--- config.mk ---
export PLATFORM = sky130hd
export DESIGN_NAME = closed_loop_speed_curve
export DESIGN_NICKNAME = d
export VERILOG_FILES = /design/src/speed_curve_pkg.sv /design/src/closed_loop_speed_curve.sv
export VERILOG_INCLUDE_DIRS = /design/src /design/src/src
export SDC_FILE = /design/constraint.sdc
export NUM_CORES = 2
export LEC_CHECK = 0
export ABC_AREA = 1
export BUFFER_PORTS_ARGS = -buffer_cell sky130_fd_sc_hd__buf_2
export CAP_MARGIN = 30
export CORE_MARGIN = 2
export CORE_UTILIZATION = 35
export DETAILED_ROUTE_END_ITERATION = 8
export PLACE_DENSITY = 0.61
export SYNTH_ARGS = -nofsm -noshare
export SYNTH_HDL_FRONTEND = slang
export SYNTH_SLANG_ARGS = --single-unit
--- constraint.sdc ---
create_clock -name mclk -period 5.4 [get_ports mclk]
set_input_delay 0.81 -clock mclk [delete_from_list [all_inputs] [get_ports mclk]]
set_output_delay 0.81 -clock mclk [all_outputs]
set_load 0.01 [all_outputs]
--- src/speed_curve_defs.svh ---
`ifndef SPEED_CURVE_DEFS_SVH
`define SPEED_CURVE_DEFS_SVH

// ----------------------------------------
// configuration register offsets
// ----------------------------------------
`define OFS_HALT_KEEP 8'h02
`define OFS_RUN 8'h03
`define OFS_KNEE 8'h04
`define OFS_TOP 8'h05
`define OFS_BASE_HI 8'h06
`define OFS_BASE_LO_HYS 8'h07
`define OFS_GAIN1_HI 8'h08
`define OFS_GAIN1_LO_OPT 8'h09
`define OFS_GAIN2_HI 8'h0A
`define OFS_GAIN2_LO 8'h0B

// ----------------------------------------
// field positions
// ----------------------------------------
`define KEEP_RUNNING_BIT 7
`define ZERO_FULL_BIT 0
`define TOP_BYPASS_BIT 1
`define DIRECT_DRIVE_BIT 0

// ----------------------------------------
// decode constants and reset values
// ----------------------------------------
`define TOP_OFFSET 10'h101
`define GAIN_SHIFT 6
`define FULL_DUTY 9'h1FF
`define RST_TARGET 16'h0000
`define RST_DUTY 9'h000

`endif

--- src/speed_curve_pkg.sv ---
package speed_curve_pkg;

  typedef enum logic {
    MODE_CLOSED,
    MODE_BYPASS
  } loop_mode_t;

  typedef enum logic {
    DIR_RISING,
    DIR_FALLING
  } cmd_dir_t;

endpackage

--- src/closed_loop_speed_curve.sv ---
// Summary of operation
// - run = code/512, halt = code*2/512, top = (code+257)/512.
// - base speed is 12 bits, 1 rpm per count, from two registers.
// - above run, speed rises from base at gain1/64 rpm per code.
// - no maximum setting; maximum follows run, top and gain1.
// - return hysteresis is (code+1) times 0.4 percent.
// - keep off, halt<cmd<=run: zero when rising, base when falling.
// - keep on, zero-full off: cmd at or below run gives base.
// - zero-full on: 0% gives max or 100%; below halt only with keep.
// - keep off, zero-full off: cmd at or below halt gives zero.
// - knee point = code*2/512.
// - with knee, gain1 applies from run to knee, starting at base.
// - above knee, gain2 continues from knee speed up to top.
// - knee works together with bypass and low-command options.
// - bypass on: cmd at or above top drives output duty = input duty.
// - leave bypass when cmd falls to top minus 2*(hys+1) codes.
// - curve used only while direct-drive select is zero.
// - command resolved to 9 bits, unit 1/512 full scale.
`include "speed_curve_defs.svh"
`timescale 1ns/10ps
`default_nettype none

module closed_loop_speed_curve #(
  parameter int TARGET_W = 16
) (
  input wire logic mclk,
  input wire logic arst_n,
  input wire logic [8:0] speed_command,
  input wire logic [7:0] halt_threshold_and_keep_running,
  input wire logic [7:0] run_threshold,
  input wire logic [7:0] knee_point,
  input wire logic [7:0] top_threshold,
  input wire logic [7:0] base_speed_high,
  input wire logic [7:0] base_speed_low_and_hysteresis,
  input wire logic [7:0] first_gain_high,
  input wire logic [7:0] first_gain_low_and_options,
  input wire logic [7:0] second_gain_high,
  input wire logic [7:0] second_gain_low,
  output logic [TARGET_W-1:0] target_speed_rpm,
  output logic direct_duty_active,
  output logic [8:0] direct_duty,
  output logic closed_loop_active
);

  // ----------------------------------------
  // arithmetic helpers
  // ----------------------------------------
  // saturate a wide result into the target width instead of wrapping
  function automatic logic [TARGET_W-1:0] sat_target(input logic [23:0] v);
    logic [23:0] lim;
    lim = 24'(({TARGET_W{1'b1}}));
    if (v > lim) begin
      sat_target = {TARGET_W{1'b1}};
    end else begin
      sat_target = v[TARGET_W-1:0];
    end
  endfunction

  // start speed plus gain*span/64, fraction dropped
  function automatic logic [23:0] seg_speed(input logic [23:0] start, input logic [13:0] gain,
                                            input logic [9:0] span);
    logic [23:0] prod;
    prod = 24'(gain) * 24'(span);
    seg_speed = start + (prod >> `GAIN_SHIFT);
  endfunction

  // non-negative difference of two command levels
  function automatic logic [9:0] span_of(input logic [9:0] hi, input logic [9:0] lo);
    if (hi > lo) begin
      span_of = hi - lo;
    end else begin
      span_of = 10'h000;
    end
  endfunction

  // ----------------------------------------
  // field decode
  // ----------------------------------------
  logic keep_running_enable;
  logic zero_command_full_speed;
  logic top_bypass_enable;
  logic direct_drive_select;
  logic [6:0] halt_threshold_code;
  logic [7:0] run_threshold_code;
  logic [7:0] knee_point_code;
  logic [7:0] top_threshold_code;
  logic [3:0] top_return_hysteresis;
  logic [11:0] base_speed_rpm;
  logic [13:0] gain_first_segment;
  logic [13:0] gain_second_segment;

  assign keep_running_enable = halt_threshold_and_keep_running[`KEEP_RUNNING_BIT];
  assign halt_threshold_code = halt_threshold_and_keep_running[6:0];
  assign run_threshold_code = run_threshold;
  assign knee_point_code = knee_point;
  assign top_threshold_code = top_threshold;
  assign base_speed_rpm = {base_speed_high, base_speed_low_and_hysteresis[7:4]};
  assign top_return_hysteresis = base_speed_low_and_hysteresis[3:0];
  assign gain_first_segment = {first_gain_high, first_gain_low_and_options[7:2]};
  assign gain_second_segment = {second_gain_high, second_gain_low[7:2]};
  assign top_bypass_enable = first_gain_low_and_options[`TOP_BYPASS_BIT];
  assign zero_command_full_speed = first_gain_low_and_options[`ZERO_FULL_BIT];
  assign direct_drive_select = second_gain_low[`DIRECT_DRIVE_BIT];

  // ----------------------------------------
  // thresholds in 1/512 command units
  // ----------------------------------------
  // everything compared at 10 bits: the top level reaches 512
  logic [9:0] cmd;
  logic [9:0] halt_lvl;
  logic [9:0] run_lvl;
  logic [9:0] top_lvl;
  logic [9:0] knee_lvl;
  logic [9:0] return_lvl;
  logic knee_used;

  assign cmd = {1'b0, speed_command};
  assign halt_lvl = {2'b00, halt_threshold_code, 1'b0};
  assign run_lvl = {2'b00, run_threshold_code};
  assign top_lvl = {2'b00, top_threshold_code} + `TOP_OFFSET;
  assign knee_lvl = {1'b0, knee_point_code, 1'b0};
  assign knee_used = (knee_point_code != 8'h00);
  // (hys+1)*2 codes = (hys+1)*0.4 percent
  assign return_lvl = top_lvl - {4'h0, ({1'b0, top_return_hysteresis} + 5'h01), 1'b0};

  // ----------------------------------------
  // speed curve
  // ----------------------------------------
  logic [9:0] eff_cmd;
  logic [9:0] seg1_end;
  logic [23:0] knee_speed;
  logic [23:0] curve_speed;
  logic [23:0] max_speed;

  // one curve evaluator serves both the live command and the top-threshold maximum
  function automatic logic [23:0] curve_at(input logic [9:0] c, input logic [9:0] s1_end,
                                           input logic [23:0] k_speed);
    if (knee_used && (c > knee_lvl)) begin
      curve_at = seg_speed(k_speed, gain_second_segment, span_of(c, knee_lvl));
    end else begin
      curve_at = seg_speed(24'(base_speed_rpm), gain_first_segment, span_of(c, run_lvl));
    end
  endfunction

  always_comb begin
    // without bypass, commands past top see the top-threshold speed
    if (cmd > top_lvl) begin
      eff_cmd = top_lvl;
    end else begin
      eff_cmd = cmd;
    end
    seg1_end = knee_lvl;
    knee_speed = seg_speed(24'(base_speed_rpm), gain_first_segment, span_of(seg1_end, run_lvl));
    curve_speed = curve_at(eff_cmd, seg1_end, knee_speed);
    max_speed = curve_at(top_lvl, seg1_end, knee_speed);
  end

  // ----------------------------------------
  // command direction memory
  // ----------------------------------------
  logic [8:0] last_cmd_ff;
  logic [8:0] nxt_last_cmd;
  speed_curve_pkg::cmd_dir_t dir_ff;
  speed_curve_pkg::cmd_dir_t nxt_dir;

  always_comb begin
    nxt_last_cmd = speed_command;
    nxt_dir = dir_ff;
    // a steady command keeps the previous direction
    if (speed_command > last_cmd_ff) begin
      nxt_dir = speed_curve_pkg::DIR_RISING;
    end else if (speed_command < last_cmd_ff) begin
      nxt_dir = speed_curve_pkg::DIR_FALLING;
    end
  end

  always_ff @(posedge mclk or negedge arst_n) begin
    if (!arst_n) begin
      last_cmd_ff <= 9'h000;
      dir_ff <= speed_curve_pkg::DIR_RISING;
    end else begin
      last_cmd_ff <= nxt_last_cmd;
      dir_ff <= nxt_dir;
    end
  end

  // ----------------------------------------
  // top bypass state
  // ----------------------------------------
  speed_curve_pkg::loop_mode_t mode_ff;
  speed_curve_pkg::loop_mode_t nxt_mode;

  always_comb begin
    nxt_mode = mode_ff;
    case (mode_ff)
      speed_curve_pkg::MODE_CLOSED: begin
        if (top_bypass_enable && !direct_drive_select && (cmd >= top_lvl)) begin
          nxt_mode = speed_curve_pkg::MODE_BYPASS;
        end
      end
      speed_curve_pkg::MODE_BYPASS: begin
        // hysteresis stops chatter between loop and bypass near the top
        if (!top_bypass_enable || direct_drive_select || (cmd <= return_lvl)) begin
          nxt_mode = speed_curve_pkg::MODE_CLOSED;
        end
      end
      default: begin
        nxt_mode = speed_curve_pkg::MODE_CLOSED;
      end
    endcase
  end

  always_ff @(posedge mclk or negedge arst_n) begin
    if (!arst_n) begin
      mode_ff <= speed_curve_pkg::MODE_CLOSED;
    end else begin
      mode_ff <= nxt_mode;
    end
  end

  // ----------------------------------------
  // output selection
  // ----------------------------------------
  logic [TARGET_W-1:0] target_ff;
  logic [TARGET_W-1:0] nxt_target;
  logic direct_ff;
  logic nxt_direct;
  logic [8:0] duty_ff;
  logic [8:0] nxt_duty;
  logic full_request;

  always_comb begin
    nxt_target = `RST_TARGET;
    nxt_direct = 1'b0;
    nxt_duty = `RST_DUTY;
    full_request = 1'b0;
    if (direct_drive_select) begin
      nxt_target = `RST_TARGET;
    end else if (cmd == 10'h000) begin
      if (zero_command_full_speed) begin
        full_request = 1'b1;
      end else if (keep_running_enable) begin
        nxt_target = sat_target(24'(base_speed_rpm));
      end else begin
        nxt_target = `RST_TARGET;
      end
    end else if (cmd <= halt_lvl) begin
      if (keep_running_enable && zero_command_full_speed) begin
        full_request = 1'b1;
      end else if (keep_running_enable) begin
        nxt_target = sat_target(24'(base_speed_rpm));
      end else begin
        nxt_target = `RST_TARGET;
      end
    end else if (cmd <= run_lvl) begin
      // the fresh direction is used so a rising step never shows base for a cycle
      if (keep_running_enable || (nxt_dir == speed_curve_pkg::DIR_FALLING)) begin
        nxt_target = sat_target(24'(base_speed_rpm));
      end else begin
        nxt_target = `RST_TARGET;
      end
    end else if (nxt_mode == speed_curve_pkg::MODE_BYPASS) begin
      nxt_direct = 1'b1;
      nxt_duty = speed_command;
    end else begin
      nxt_target = sat_target(curve_speed);
    end
    // full speed means 100 percent duty with bypass, maximum rpm without
    if (full_request) begin
      if (top_bypass_enable) begin
        nxt_direct = 1'b1;
        nxt_duty = `FULL_DUTY;
      end else begin
        nxt_target = sat_target(max_speed);
      end
    end
  end

  always_ff @(posedge mclk or negedge arst_n) begin
    if (!arst_n) begin
      target_ff <= `RST_TARGET;
      direct_ff <= 1'b0;
      duty_ff <= `RST_DUTY;
    end else begin
      target_ff <= nxt_target;
      direct_ff <= nxt_direct;
      duty_ff <= nxt_duty;
    end
  end

  assign target_speed_rpm = target_ff;
  assign direct_duty_active = direct_ff;
  assign direct_duty = duty_ff;
  assign closed_loop_active = !direct_drive_select;

endmodule

`default_nettype wire

==> results.toml <==
[drt]
route.vias.total = 31100
postRouteWirelength_mm = 109
avgViaCountPerCell = 4.84
drtAntennaViolNets = 0
drcViolationCount = 0
post_drt_wl_per_cell_um = 16.9
first_pass_detailed_route_iteration_total = 6
drt_iter0_markers = 1952

[worst_setup_path]
r2r-start = "last_cmd_ff[1]"
critPathRequiredTime_ns = 5.60
worst_ep_arrival_time_ns = 10.76
crit_path_max_incr_delay_ns = 0.57
setup.reg_to_reg.worst_slack_ns = 2.70
critPathCaptureType = "flop"
path_class = "in2reg"
setup.worst_path.start_class = "input port"
crit_path_max_fanout = 8
reg2reg_depth = 16
critical-path-top-cell-by-count = "sky130_fd_sc_hd__nand2_1"
worstReg2RegEnd = "target_speed_rpm[11]"
cp_slowest_cell = "sky130_fd_sc_hd__fa_1"

[global_route]
globalRouteMet3Util_pct = 2.68
globalRoute.totalOverflow = 0
grt_antenna_before_repair = 10
grt_first_pass_wirelength_mm = 172
first_global_vias = 31800
grt_start_max_net_pins = 38
global_route.peak_usage_layer = "met2"
grtUsageMet2_pct = 40.9
grt_util_met1_pct = 32.8
total_global_route_track_usage_pct = 24.4

[worst_hold_path]
class_of_the_worst_hold_path = "in2async"

[floorplan]
pin_count = 118
core.rowCount = 108
starting_utilization_of_the_core_area_pct = 35.2
die_h_um = 299
core_region_area_mm2 = 0.0865
floorplan.die_area_mm2 = 0.0893
die-width_um = 299

[synth]
synth_top_family_by_area = "adder cells"
yosys.area.top_type_share_pct = 31.3
synth_seq_cells = 37
biggest_area_contributors_in_the_synthesized_netlist = "sky130_fd_sc_hd__fa_1 31%, sky130_fd_sc_hd__ha_1 18%, sky130_fd_sc_hd__nand2_1 11%"
part_of_the_yosys_area_used_for_sequential_elements_pct = 3.04
ys_warn_count = 0
synth_compound_gate_area_share_pct = 8.43
synthAdderAreaFrac_pct = 49.2
combined_area_of_all_synthesized_cells_mm2 = 0.0304
synth.net_count = 5218
synth-edff-count = 0
avgSynthCellArea_um2 = 7.22
synth_simple_gate_area_share_pct = 22.4
synth_xor_area_share_pct = 4.66
cell_variety_after_synth = 57
postSynthCellCount = 4215
proportion_of_synthesized_area_in_mux_cells_pct = 0.132
synth_top_area_cell = "sky130_fd_sc_hd__fa_1"
synth-async-reset-ratio_pct = 100
synth-main-ff-cell = "sky130_fd_sc_hd__dfrtp_1"

[timing]
final_hold_viol_count = 0
layout_worst_path_cycle_share_pct = 196
normalized_max_slew_margin_pct = 29.9
report.final.slew_viol_count = 0
period_needed_ns = 10.56
worst-slew-pin-transition_ns = 1.05
postLayoutSetupSlackWorst_ns = -5.16
rsz0062_at_grt = "true"
setup_violating_endpoint_count_in_the_final_report = 16
fin_worst_skew_ns = 0.00805
achievable_freq_mhz = 94.7

[clock_tree]
clock_insertion_delay_worst_skew_ns = 0.31
cts_buffers = 5
tritoncts_num_sinks = 37
cts_htree_levels = 2
ctsLongestPathBuffers = 2
holdBufCountCts = 0
cts.clk_slew.worst_paths_ns = 0.07
cts_tree = "done"
cts_root_buf = "sky130_fd_sc_hd__clkbuf_16"

[placement]
gp_congestion = 0.955
dp_cells = 6379
port_buffers = 116
dp.final_hpwl_mm = 95.8

[layout]
final_cell_count_no_fill = 6432
layout-drive-gt1-share_pct = 26.5
syn2layout_area_growth_pct = 35.5
finalCoreUtilization_pct = 47.7
nets = 6275

[run]
drv.max_cap_violation_count = 0

[run_status]
run_status = "finished with violations"
failed_checks = "setup timing"
==> state kept, by name, indices dropped and copies added, names as in the netlist <==
signal	flops
direct_duty	9
last_cmd_ff	9
direct_duty_active	1
dir_ff	1
target_speed_rpm	16
mode_ff	1
==> synth_stat cells (3+ instances only) <==
cell type                  count
sky130_fd_sc_hd__nand2_1     931
sky130_fd_sc_hd__inv_1       842
sky130_fd_sc_hd__nor2_1      488
sky130_fd_sc_hd__fa_1        476
sky130_fd_sc_hd__ha_1        436
sky130_fd_sc_hd__a21oi_1     220
sky130_fd_sc_hd__nand3_1     115
sky130_fd_sc_hd__o21ai_0     113
sky130_fd_sc_hd__clkbuf_1    108
sky130_fd_sc_hd__xor2_1      107
sky130_fd_sc_hd__xnor2_1      55
sky130_fd_sc_hd__nor3_1       38
sky130_fd_sc_hd__dfrtp_1      37
sky130_fd_sc_hd__nand4_1      30
sky130_fd_sc_hd__o21bai_1     24
sky130_fd_sc_hd__a31oi_1      22
sky130_fd_sc_hd__nand2_2      19
sky130_fd_sc_hd__clkinv_1     13
sky130_fd_sc_hd__or2_2        13
sky130_fd_sc_hd__o211ai_1     11
sky130_fd_sc_hd__nor4_1       10
sky130_fd_sc_hd__a211oi_1      9
sky130_fd_sc_hd__a21o_1        9
sky130_fd_sc_hd__a221oi_1      9
sky130_fd_sc_hd__inv_2         7
sky130_fd_sc_hd__nand2_4       7
sky130_fd_sc_hd__o21ai_1       7
sky130_fd_sc_hd__nor2_4        5
sky130_fd_sc_hd__buf_1         4
sky130_fd_sc_hd__mux2i_1       4
sky130_fd_sc_hd__o31ai_1       4
sky130_fd_sc_hd__buf_6         3
sky130_fd_sc_hd__nand3_2       3
sky130_fd_sc_hd__nor2_2        3
sky130_fd_sc_hd__o221ai_1      3
==> through the flow <==
stage | hold WS, ns | setup TNS (ns) | cell area [µm²] | setup slack (ns)
6_report | 0.319 | -82.00 | 41300 | -5.16
5_1_grt | 0.326 | -93.11 | 41300 | -5.86
4_1_cts | 0.650 | -82.46 | 40500 | -5.21
3_5_place_dp | 0.661 | -89.06 | 40000 | -5.65
3_3_place_gp | 0.652 | -87.44 | 40000 | -5.54
2_1_floorplan | 0.514 | -78.28 | 30600 | -4.98
==> per-layer routing <==
layer | wire length, µm | up-vias
met3 | 7600 | 193
met2 | 49800 | 982
met1 | 47300 | 14800
met5 | 72 | -
li1 | - | 15100
met4 | 3960 | 12
==> critical path, delay by kind of cell <==
family | cells | cell delay (ns)
simple gates | 38 | 3.77
buf+inv | 12 | 1.31
compound gates | 9 | 1.14
fa+ha+maj | 9 | 3.51
xor+xnor | 2 | 0.20
==> final cells by class <==
type / instances / area, µm²
fillers: 8694 / 45200
inverters: 862 / 3250
repair buffers: 1167 / 8840
multi-input cells: 3199 / 26600
diodes: 4 / 10.0
well taps: 1155 / 1450
clock inverters: 3 / 17.5
clock buffers: 5 / 125
flip-flops and latches: 37 / 926
==> logic make-up after synthesis <==
group,Yosys count
buf+inv,979
mux,4
compound gates,452
xor+xnor,162
fa+ha+maj,912
simple gates,1669
flops,37
==> repair_timing <==
| item | 4_1_cts | 5_1_grt |
|---|---|---|
| endpoints found under the setup margin | 16 | 16 |
| setup buffers | 20 | 20 |
| endpoints found under the hold margin | 0 | 0 |
| pin swaps | 46 | 64 |
| gates resized for setup | 57 | 140 |
| cloned | 1 | 0 |
==> cells in the final DEF, fill, tap and decap left out, types with 20 or more instances in the layout <==
cell type / n
sky130_fd_sc_hd__buf_12: 23
sky130_fd_sc_hd__nand4_1: 30
sky130_fd_sc_hd__nand3_1: 106
sky130_fd_sc_hd__nor3_1: 34
sky130_fd_sc_hd__o21bai_1: 22
sky130_fd_sc_hd__nor2_1: 475
sky130_fd_sc_hd__xnor2_1: 55
sky130_fd_sc_hd__o21ai_0: 88
sky130_fd_sc_hd__ha_1: 418
sky130_fd_sc_hd__inv_1: 821
sky130_fd_sc_hd__o21ai_1: 21
sky130_fd_sc_hd__dfrtp_1: 37
sky130_fd_sc_hd__buf_4: 1022
sky130_fd_sc_hd__a21oi_2: 20
sky130_fd_sc_hd__nand2_1: 893
sky130_fd_sc_hd__xor2_1: 104
sky130_fd_sc_hd__buf_2: 111
sky130_fd_sc_hd__a31oi_1: 21
sky130_fd_sc_hd__nand2_2: 46
sky130_fd_sc_hd__a21oi_1: 200
sky130_fd_sc_hd__inv_2: 24
sky130_fd_sc_hd__fa_1: 474
==> how the worst max path moves through the flow <==
stage,from,end,cells past startpoint
2_1_floorplan,top_threshold[1],target_speed_rpm[10],71
3_3_place_gp,top_threshold[1],target_speed_rpm[11],69
3_5_place_dp,top_threshold[1],target_speed_rpm[10],69
4_1_cts,top_threshold[1],target_speed_rpm[10],73
5_1_grt,top_threshold[2],target_speed_rpm[2],75
6_report,top_threshold[4],target_speed_rpm[11],70
Power is not shown: default switching activity piles up to over one toggle a cycle in this logic, so the estimate is an artifact.
